[src/include/fds_pkg.sv]
package fds_pkg;

  localparam int          FDS_NCH          = 4;      // Transducer channels
  // Parameter identifiers (register offsets)
  localparam logic [7:0]  FDS_ID_BLK_STATE = 8'h0F;  // Block state command
  localparam logic [7:0]  FDS_ID_DEV_STATE = 8'h19;  // Device state code
  localparam logic [7:0]  FDS_ID_SUMMARY   = 8'h1A;  // exception_summary
  localparam logic [7:0]  FDS_ID_LOCK      = 8'hCB;  // keypad_lock
  localparam logic [7:0]  FDS_ID_VALIDITY  = 8'hCC;  // channel_validity
  localparam logic [7:0]  FDS_ID_RESET     = 8'hCD;  // alarm_reset_command

  // Summary bit positions
  localparam int          FDS_SB_COM_ALM   = 0;      // Device-common alarm
  localparam int          FDS_SB_DEV_ALM   = 1;      // Device-specific alarm
  localparam int          FDS_SB_MFR_ALM   = 2;      // Maker-specific alarm
  localparam int          FDS_SB_UNUSED    = 3;      // No group assigned
  localparam int          FDS_SB_COM_WRN   = 4;      // Device-common warning
  localparam int          FDS_SB_DEV_WRN   = 5;      // Device-specific warning
  localparam int          FDS_SB_MFR_WRN   = 6;      // Maker-specific warning
  localparam int          FDS_SB_EXT_FMT   = 7;      // Extended format marker
  localparam logic [7:0]  FDS_DETAIL0_MASK = 8'h3D;  // Detail 0 bits 0,2,3,4,5

  // Validity nibble layout
  localparam int          FDS_NIB_W        = 4;      // Bits per channel
  localparam logic [3:0]  FDS_NIB_MASK     = 4'h7;   // Invalid, over, under kept

  // Reset command bits
  localparam int          FDS_RB_PSU_ALM   = 0;      // Power supply alarms
  localparam int          FDS_RB_PSU_WRN   = 1;      // Power supply warnings
  localparam int          FDS_RB_HC_ALM    = 2;      // Hot cathode supply alarms
  localparam int          FDS_RB_HC_WRN    = 3;      // Hot cathode supply warnings
  localparam int          FDS_RB_ALL_ALM   = 4;      // All alarms, supplies on
  localparam int          FDS_RB_ERR_FLAG  = 5;      // Error flag
  localparam int          FDS_RB_ALL       = 7;      // All flags plus buffer

  // Keypad lock codes
  localparam logic [7:0]  FDS_LOCK_OFF     = 8'h00;  // No lock
  localparam logic [7:0]  FDS_LOCK_PARA    = 8'h01;  // Parameter lock
  localparam logic [7:0]  FDS_LOCK_BUS     = 8'h02;  // Bus lock
  localparam logic [7:0]  FDS_LOCK_FULL    = 8'h03;  // Full lock

  // Device state codes
  localparam logic [7:0]  FDS_CODE_INIT    = 8'h64;  // 100
  localparam logic [7:0]  FDS_CODE_SELF    = 8'h01;  // Self testing
  localparam logic [7:0]  FDS_CODE_IDLE    = 8'h02;  // Idle
  localparam logic [7:0]  FDS_CODE_STFAULT = 8'h03;  // Self-test exception
  localparam logic [7:0]  FDS_CODE_EXEC    = 8'h04;  // Executing
  localparam logic [7:0]  FDS_CODE_ABORT   = 8'h05;  // Abort
  localparam logic [7:0]  FDS_CODE_CRIT    = 8'h06;  // Critical fault

  // Block state commands
  localparam logic [7:0]  FDS_CMD_RESET    = 8'h01;  // Reinitialise
  localparam logic [7:0]  FDS_CMD_ABORT    = 8'h02;  // To abort
  localparam logic [7:0]  FDS_CMD_RECOVER  = 8'h03;  // Abort to idle
  localparam logic [7:0]  FDS_CMD_EXECUTE  = 8'h04;  // To executing
  localparam logic [7:0]  FDS_CMD_STOP     = 8'h05;  // To idle
  localparam logic [7:0]  FDS_CMD_DIAG     = 8'h06;  // Restart self test

  // One-hot device states
  typedef enum logic [6:0] {
    FDS_ST_INIT    = 7'h01,
    FDS_ST_SELF    = 7'h02,
    FDS_ST_STFAULT = 7'h04,
    FDS_ST_IDLE    = 7'h08,
    FDS_ST_EXEC    = 7'h10,
    FDS_ST_ABORT   = 7'h20,
    FDS_ST_CRIT    = 7'h40
  } fds_state_t;

  // Parameter access request
  typedef struct packed {
    logic        rd;     // Read strobe
    logic        wr;     // Write strobe
    logic [7:0]  id;     // Parameter identifier
    logic [15:0] wdata;  // Write value
  } fds_req_t;

  // Parameter access answer
  typedef struct packed {
    logic        ack;    // Answer valid
    logic        err;    // Refused access
    logic [15:0] rdata;  // Read value
  } fds_rsp_t;

  // Supply and error flag events
  typedef struct packed {
    logic psu_alarm;     // Power supply alarm
    logic psu_warn;      // Power supply warning
    logic hc_alarm;      // Hot cathode supply alarm
    logic hc_warn;       // Hot cathode supply warning
    logic over_pmax;     // Pressure above maximum
    logic over_puser;    // Pressure above user limit
    logic emergency_off_key; // Emergency-off key pressed
  } fds_evt_t;

endpackage : fds_pkg

[src/logic/fds_status_block.sv]
`timescale 1ns/100ps
module fds_status_block
  import fds_pkg::*;
(
  input  wire logic                     clock,             // 125 MHz clock
  input  wire logic                     resetn,            // Async reset, low
  input  wire fds_req_t                 req,               // Parameter access request
  output fds_rsp_t                      rsp,               // Parameter access answer
  input  wire logic [7:0]               common_detail0,    // Common exception detail 0
  input  wire logic                     serial_comm_alarm, // Serial link alarm level
  input  wire logic [FDS_NCH*8-1:0]     sensor_alarm,      // Per-channel alarm bytes
  input  wire logic [FDS_NCH*8-1:0]     status_ext,        // Per-channel status ext
  input  wire fds_evt_t                 evt,               // Supply and error events
  input  wire logic                     init_done,         // Controller answered
  input  wire logic                     selftest_pass,     // Self test succeeded
  input  wire logic                     selftest_fail,     // Self test found fault
  input  wire logic                     critical_fault,    // Unrecoverable fault
  input  wire logic                     cyclic_active,     // Cyclic exchange running
  output logic [7:0]                    exception_summary, // Summary for cyclic data
  output logic [15:0]                   channel_validity,  // Validity word
  output logic [7:0]                    keypad_lock,       // Current lock code
  output logic                          key_param_locked,  // Parameter keys blocked
  output logic                          key_bus_locked,    // Bus-related keys blocked
  output logic [7:0]                    device_state,      // Device state code
  output logic                          error_flag,        // Pressure/emergency flag
  output logic [3:0]                    supply_flags,      // psu_a, psu_w, hc_a, hc_w
  output logic                          supply_on_ch34,    // Pulse: restore supplies
  output logic                          clear_err_buffer   // Pulse: empty error buffer
);

  // Whole module state
  typedef struct packed {
    fds_state_t  st;         // Device state machine
    logic [7:0]  lock;       // Keypad lock code
    logic        psu_alarm;  // Sticky power supply alarm
    logic        psu_warn;   // Sticky power supply warning
    logic        hc_alarm;   // Sticky hot cathode alarm
    logic        hc_warn;    // Sticky hot cathode warning
    logic        err_flag;   // Sticky pressure/emergency flag
    logic [7:0]  summary;    // Registered summary byte
    logic [15:0] validity;   // Registered validity word
    fds_rsp_t    rsp;        // Registered answer
    logic        supply_on;  // Supply restore pulse
    logic        clr_buf;    // Buffer clear pulse
  } fds_regs_t;

  fds_regs_t r;        // Current state
  fds_regs_t next_r;   // Next state

  // State to code mapping
  function automatic logic [7:0] fds_code(input fds_state_t s);
    logic [7:0] c;
    c = FDS_CODE_INIT;
    unique case (s)
      FDS_ST_INIT:    c = FDS_CODE_INIT;
      FDS_ST_SELF:    c = FDS_CODE_SELF;
      FDS_ST_STFAULT: c = FDS_CODE_STFAULT;
      FDS_ST_IDLE:    c = FDS_CODE_IDLE;
      FDS_ST_EXEC:    c = FDS_CODE_EXEC;
      FDS_ST_ABORT:   c = FDS_CODE_ABORT;
      FDS_ST_CRIT:    c = FDS_CODE_CRIT;
      default:        c = FDS_CODE_INIT;
    endcase
    return c;
  endfunction : fds_code

  // Decoded reset command and strobes
  logic        wr_reset;     // Write to reset command
  logic        wr_lock;      // Accepted lock write
  logic        wr_cmd;       // Write of state command
  logic [7:0]  cmd;          // State command value
  logic [7:0]  rcmd;         // Reset command byte
  logic        clr_psu_a;    // Clear power supply alarm
  logic        clr_psu_w;    // Clear power supply warning
  logic        clr_hc_a;     // Clear hot cathode alarm
  logic        clr_hc_w;     // Clear hot cathode warning
  logic        clr_err;      // Clear error flag
  logic        any_sensor;   // Any channel alarm byte set
  logic        any_ext;      // Any channel status ext set
  logic        com_group;    // Device-common group flagged
  logic        mfr_group;    // Maker-specific group flagged

  // Request decode and group conditions
  always_comb begin
    rcmd      = req.wdata[7:0];
    cmd       = req.wdata[7:0];
    wr_reset  = req.wr && (req.id == FDS_ID_RESET);
    // Out-of-range lock codes are refused, not truncated
    wr_lock   = req.wr && (req.id == FDS_ID_LOCK) && (req.wdata[7:0] <= FDS_LOCK_FULL);
    wr_cmd    = req.wr && (req.id == FDS_ID_BLK_STATE);
    // Zero bits do nothing; bit 6 is never looked at
    clr_psu_a = wr_reset && (rcmd[FDS_RB_PSU_ALM] || rcmd[FDS_RB_ALL_ALM] ||
                             rcmd[FDS_RB_ALL]);
    clr_psu_w = wr_reset && (rcmd[FDS_RB_PSU_WRN] || rcmd[FDS_RB_ALL]);
    clr_hc_a  = wr_reset && (rcmd[FDS_RB_HC_ALM] || rcmd[FDS_RB_ALL_ALM] ||
                             rcmd[FDS_RB_ALL]);
    clr_hc_w  = wr_reset && (rcmd[FDS_RB_HC_WRN] || rcmd[FDS_RB_ALL]);
    clr_err   = wr_reset && (rcmd[FDS_RB_ERR_FLAG] || rcmd[FDS_RB_ALL]);
    any_sensor = 1'b0;
    any_ext    = 1'b0;
    for (int ch = 0; ch < FDS_NCH; ch++) begin
      any_sensor = any_sensor || (sensor_alarm[ch*8 +: 8] != 8'h00);
      any_ext    = any_ext || (status_ext[ch*8 +: 8] != 8'h00);
    end
    com_group = ((common_detail0 & FDS_DETAIL0_MASK) != 8'h00) || serial_comm_alarm;
    // Sticky flags are seen together with a new event of the same cycle
    mfr_group = r.psu_alarm || r.psu_warn || r.hc_alarm || r.hc_warn ||
                evt.psu_alarm || evt.psu_warn || evt.hc_alarm || evt.hc_warn;
  end

  // Next-state logic
  always_comb begin
    next_r           = r;
    next_r.supply_on = 1'b0;
    next_r.clr_buf   = 1'b0;

    // Sticky supply flags: a new event beats a clear in the same cycle
    next_r.psu_alarm = (r.psu_alarm && !clr_psu_a) || evt.psu_alarm;
    next_r.psu_warn  = (r.psu_warn && !clr_psu_w) || evt.psu_warn;
    next_r.hc_alarm  = (r.hc_alarm && !clr_hc_a) || evt.hc_alarm;
    next_r.hc_warn   = (r.hc_warn && !clr_hc_w) || evt.hc_warn;
    next_r.err_flag  = (r.err_flag && !clr_err) || evt.over_pmax ||
                       evt.over_puser || evt.emergency_off_key;
    if (wr_reset && rcmd[FDS_RB_ALL_ALM]) begin
      next_r.supply_on = 1'b1;
    end
    if (wr_reset && rcmd[FDS_RB_ALL]) begin
      next_r.clr_buf = 1'b1;
    end

    // Summary byte, rebuilt every cycle for cyclic output
    next_r.summary                = 8'h00;
    next_r.summary[FDS_SB_COM_ALM] = com_group;
    next_r.summary[FDS_SB_COM_WRN] = com_group;
    next_r.summary[FDS_SB_DEV_ALM] = any_sensor;
    next_r.summary[FDS_SB_DEV_WRN] = any_ext;
    next_r.summary[FDS_SB_MFR_ALM] = mfr_group;
    next_r.summary[FDS_SB_MFR_WRN] = mfr_group;
    next_r.summary[FDS_SB_UNUSED]  = 1'b0;
    next_r.summary[FDS_SB_EXT_FMT] = 1'b1;

    // Validity word: low three bits of each status extension byte
    for (int ch = 0; ch < FDS_NCH; ch++) begin
      next_r.validity[ch*FDS_NIB_W +: FDS_NIB_W] =
        status_ext[ch*8 +: FDS_NIB_W] & FDS_NIB_MASK;
    end

    // Keypad lock store
    if (wr_lock) begin
      next_r.lock = req.wdata[7:0];
    end

    // Device state machine
    unique case (r.st)
      FDS_ST_INIT: begin
        if (init_done) begin
          next_r.st = FDS_ST_SELF;
        end
      end
      FDS_ST_SELF: begin
        // A failure wins if both reports arrive together
        if (selftest_fail) begin
          next_r.st = FDS_ST_STFAULT;
        end else if (selftest_pass) begin
          next_r.st = FDS_ST_IDLE;
        end
      end
      FDS_ST_STFAULT: begin
        if (wr_cmd && cmd == FDS_CMD_DIAG) begin
          next_r.st = FDS_ST_SELF;
        end else if (wr_cmd && cmd == FDS_CMD_RESET) begin
          next_r.st = FDS_ST_INIT;
        end
      end
      FDS_ST_IDLE: begin
        if (wr_cmd && cmd == FDS_CMD_ABORT) begin
          next_r.st = FDS_ST_ABORT;
        end else if (wr_cmd && cmd == FDS_CMD_RESET) begin
          next_r.st = FDS_ST_INIT;
        end else if (wr_cmd && cmd == FDS_CMD_DIAG) begin
          next_r.st = FDS_ST_SELF;
        end else if (cyclic_active) begin
          next_r.st = FDS_ST_EXEC;
        end else if (wr_cmd && cmd == FDS_CMD_EXECUTE) begin
          next_r.st = FDS_ST_EXEC;
        end
      end
      FDS_ST_EXEC: begin
        if (wr_cmd && cmd == FDS_CMD_ABORT) begin
          next_r.st = FDS_ST_ABORT;
        end else if (wr_cmd && cmd == FDS_CMD_STOP) begin
          next_r.st = FDS_ST_IDLE;
        end else if (wr_cmd && cmd == FDS_CMD_RESET) begin
          next_r.st = FDS_ST_INIT;
        end else if (wr_cmd && cmd == FDS_CMD_DIAG) begin
          next_r.st = FDS_ST_SELF;
        end
      end
      FDS_ST_ABORT: begin
        if (wr_cmd && cmd == FDS_CMD_RECOVER) begin
          next_r.st = FDS_ST_IDLE;
        end else if (wr_cmd && cmd == FDS_CMD_RESET) begin
          next_r.st = FDS_ST_INIT;
        end
      end
      FDS_ST_CRIT: begin
        // Only a reinitialise leaves the fault state
        if (wr_cmd && cmd == FDS_CMD_RESET) begin
          next_r.st = FDS_ST_INIT;
        end
      end
      default: begin
        next_r.st = FDS_ST_INIT;
      end
    endcase
    // Any normal state falls into critical fault
    if (critical_fault && r.st != FDS_ST_CRIT) begin
      next_r.st = FDS_ST_CRIT;
    end

    // Parameter answer, one cycle after the strobe
    next_r.rsp.ack   = req.rd || req.wr;
    next_r.rsp.err   = 1'b0;
    next_r.rsp.rdata = 16'h0000;
    if (req.rd) begin
      unique case (req.id)
        FDS_ID_SUMMARY:   next_r.rsp.rdata = {8'h00, r.summary};
        FDS_ID_LOCK:      next_r.rsp.rdata = {8'h00, r.lock};
        FDS_ID_VALIDITY:  next_r.rsp.rdata = r.validity;
        FDS_ID_DEV_STATE: next_r.rsp.rdata = {8'h00, fds_code(r.st)};
        FDS_ID_BLK_STATE: next_r.rsp.rdata = {8'h00, fds_code(r.st)};
        // Write-only and unknown identifiers are refused
        default:          next_r.rsp.err   = 1'b1;
      endcase
    end else if (req.wr) begin
      unique case (req.id)
        FDS_ID_RESET:     next_r.rsp.err = 1'b0;
        FDS_ID_BLK_STATE: next_r.rsp.err = 1'b0;
        FDS_ID_LOCK:      next_r.rsp.err = !wr_lock;
        // Read-only and unknown identifiers are refused
        default:          next_r.rsp.err = 1'b1;
      endcase
    end
  end

  // State register
  always_ff @(posedge clock or negedge resetn) begin
    if (!resetn) begin
      r.st        <= FDS_ST_INIT;
      r.lock      <= FDS_LOCK_OFF;
      r.psu_alarm <= 1'b0;
      r.psu_warn  <= 1'b0;
      r.hc_alarm  <= 1'b0;
      r.hc_warn   <= 1'b0;
      r.err_flag  <= 1'b0;
      r.summary   <= 8'h80;
      r.validity  <= 16'h0000;
      r.rsp       <= '0;
      r.supply_on <= 1'b0;
      r.clr_buf   <= 1'b0;
    end else begin
      r <= next_r;
    end
  end

  // Outputs from flip-flops; key locks and state code are decoded from them
  assign rsp               = r.rsp;
  assign exception_summary = r.summary;
  assign channel_validity  = r.validity;
  assign keypad_lock       = r.lock;
  assign key_param_locked  = (r.lock == FDS_LOCK_PARA) || (r.lock == FDS_LOCK_FULL);
  assign key_bus_locked    = (r.lock == FDS_LOCK_BUS) || (r.lock == FDS_LOCK_FULL);
  assign device_state      = fds_code(r.st);
  assign error_flag        = r.err_flag;
  assign supply_flags      = {r.psu_alarm, r.psu_warn, r.hc_alarm, r.hc_warn};
  assign supply_on_ch34    = r.supply_on;
  assign clear_err_buffer  = r.clr_buf;

endmodule : fds_status_block

[config.mk]
export PLATFORM = sky130hd
export DESIGN_NAME = fds_status_block
export DESIGN_NICKNAME = d
export VERILOG_FILES = /design/src/include/fds_pkg.sv /design/src/logic/fds_status_block.sv
export SDC_FILE = /design/constraint.sdc
export NUM_CORES = 1
export LEC_CHECK = 0
export BUFFER_PORTS_ARGS = -buffer_cell sky130_fd_sc_hd__buf_4
export CAP_MARGIN = 20
export CORE_MARGIN = 3
export CORE_UTILIZATION = 44
export CTS_CLUSTER_DIAMETER = 200
export DETAILED_ROUTE_END_ITERATION = 8
export PLACE_DENSITY = 0.86
export SETUP_SLACK_MARGIN = 0.5
export SLEW_MARGIN = 20
export SYNTH_ARGS = -nofsm -noshare
export SYNTH_HDL_FRONTEND = slang
export SYNTH_SLANG_ARGS = --single-unit
[constraint.sdc]
create_clock -name clock -period 2.6 [get_ports clock]
set_clock_uncertainty 0.2 [all_clocks]
set_input_delay 0.26 -clock clock [delete_from_list [all_inputs] [get_ports clock]]
set_output_delay 0.26 -clock clock [all_outputs]
set_load 0.05 [all_outputs]
==> results.ini <==
[status]
status=finished, final reports clean

[detailed_routing]
drt_wl_total_um=10090
routed-wl-met2_um=5505
routed.top_layer=met4
routed-wl-met3_um=637
drt_first_pass_iters=5
drtIter0Drc=219
drt-vias-per-instance=5.378
drt-met1-wl_um=3742
vias=3071
drc=0
ant_nets=0
wl_per_cell_um=17.66

[grt]
grt_pass1_vias=3094
grt_max_degree=55
grt_usage=0.2353
antenna_found_initial=1
grt_pass1_wl_um=15320
overflow=0

[placed_design]
io_buffers=157
dp_cells=520
gp_congestion=0.8922
dpl.hpwl_um=7284
place_ws_ps=261.0

[floorplan]
fp.dieW_um=89.93
start_util=0.4719
pin_count=180
coreArea_um2=6568
die_area_um2=8087
die_h_um=89.93
rows=29

[logic_synthesis]
synth_area_um2=3099
yosysSeqAreaShare=0.4364
synth_flop_cell=dfrtp_1
async_flop_share=1.000
synth_warnings=0
synth-seq-cells=54
ys_types=54
synthCells=323
synth.avg_cell_area_um2=9.595
synth_edf_count=0

[timing]
layout_min_cycle_time_ps=2382
setup_viol_count_final=0
fin_setup_tns_ps=0
tightest_slew_ps=677.6
finalWorstSetupSlack_ps=218.5
min_period_over_period=0.9160
fmax_mhz=419.9
finalHoldViolations=0
maxSlewViolCount=0
rsz0062_at_grt=true
timing.slew.headroom=0.5482

[finish]
area_growth_pct=49.58
final_layout_size_suffix_gt1_frac=0.4717
fin_cells=571
final_common_cell=buf_4
final_util=0.7058
final_cell_mix=174 x buf_4, 49 x dfrtp_1, 25 x dlygate4sd3_1
nets=590

[clock_network]
htreeDepth=2
clock_latency_ps=300
numCtsBuffers=5
cts.sinks=54
clkTransAtPathRegs_ps=90
cts_tree=yes
clk_path_buf_depth=2
ctsRootBufferMaster=clkbuf_8

[critical_path]
reg2reg_depth=6
path_class=reg -> out
end_kind=output port
cp.arrival_ps=1920
cp_max_fo=5
cp.required_ps=2140
start_kind=flip-flop

[worst_hold_path]
hold_path_class=in -> reg
hold_depth=3

[power]
vdd_ir_drop_max_mv=0.2652
p_leak_nw=2.176
p_total_mw=2.459
power_density_nw_per_um2=530.5

[flow_run]
drv_cap=0

sequential cells by signal (all words and copies together) (netlist names):
register	count
supply_on_ch34	1
error_flag	1
channel_validity	12
r	7
rsp	16
keypad_lock	8
supply_flags	4
clear_err_buffer	1
exception_summary	4
power breakdown:
group	total (mW)	internal, mW	switching (mW)
Clock	0.447	0.187	0.261
Combinational	1.07	0.491	0.579
Sequential	0.942	0.878	0.0643
Yosys cell counts, drive strengths merged (4+ instances only):
master | instances | area [um^2]
nand3 | 8 | 45.04
nor3 | 9 | 56.31
nor2 | 19 | 71.32
nand2b | 8 | 50.05
inv | 7 | 26.28
nor4 | 22 | 137.6
a21oi | 10 | 50.05
a31oi | 6 | 37.54
nand2 | 15 | 56.30
dfrtp | 53 | 1326
buf | 59 | 446.7
and3 | 12 | 75.07
nor2b | 5 | 31.28
nor4b | 8 | 82.58
and2 | 9 | 56.30
clkbuf | 9 | 33.78
o21ai | 11 | 55.05
nand4 | 4 | 25.02
worst paths after layout:
path	from	endpoint	slack [ps]
setup / recovery	r[57]	device_state[0]	220
hold / removal	req[7]	clear_err_buffer	20
setup reg to reg	r[57]	r[60]	250
hold reg to reg	channel_validity[10]	rsp[10]	320
min in group asynchronous	resetn	exception_summary[1]	360
max in group asynchronous	resetn	r[59]	1350
layout make-up:
| class | instances | area [um^2] |
|---|---|---|
| Timing Repair Buffer | 206 | 1643 |
| Clock inverter | 2 | 13.76 |
| Sequential cell | 54 | 1358 |
| Multi-Input combinational cell | 203 | 1408 |
| Inverter | 7 | 26.28 |
| Clock buffer | 5 | 68.82 |
| Tap cell | 93 | 116.4 |
| Antenna cell | 1 | 2.502 |
| Fill cell | 486 | 1932 |
cells by family (layout without fill, tap and decap cells):
group,Yosys count,in the layout,synth area share
compound gates,53,53,0.1175
xor+xnor,1,1,0.002827
buf+inv,75,220,0.1635
flops,54,54,0.4364
mux,3,3,0.01050
other cells,2,12,0.002423
simple gates,135,135,0.2669
routing by layer:
metal / vias up / track usage
met2: 165 / 0.4380
met4: 0 / 0.08291
met5: - / 0
li1: 1419 / -
met3: 17 / 0.04257
met1: 1470 / 0.2697
stage by stage:
step,hold slack [ps],area [um^2]
2_1_floorplan,-235.6,3142
6_report,20.75,4636
5_1_grt,31.28,4636
3_3_place_gp,133.7,4008
3_5_place_dp,142.8,4008
4_1_cts,6.347,4492
worst max-delay path, stage by stage, from the launching register on:
cell	delay [ps]
dfstp_2	410
or4_4	590
nor4b_4	250
nor2_1	80
nand2_1	120
buf_6	180
repair_timing:
| item | 4_1_cts | 5_1_grt |
|---|---|---|
| buffers inserted | 11 | 7 |
| setup endpoints to repair | 11 | 17 |
| endpoints found under the hold margin | 73 | 1 |
| pin swaps | 9 | 8 |
| gates resized for setup | 19 | 16 |
| hold buffers | 24 | 1 |
No activity file was read; power rests on OpenSTA's default activity.
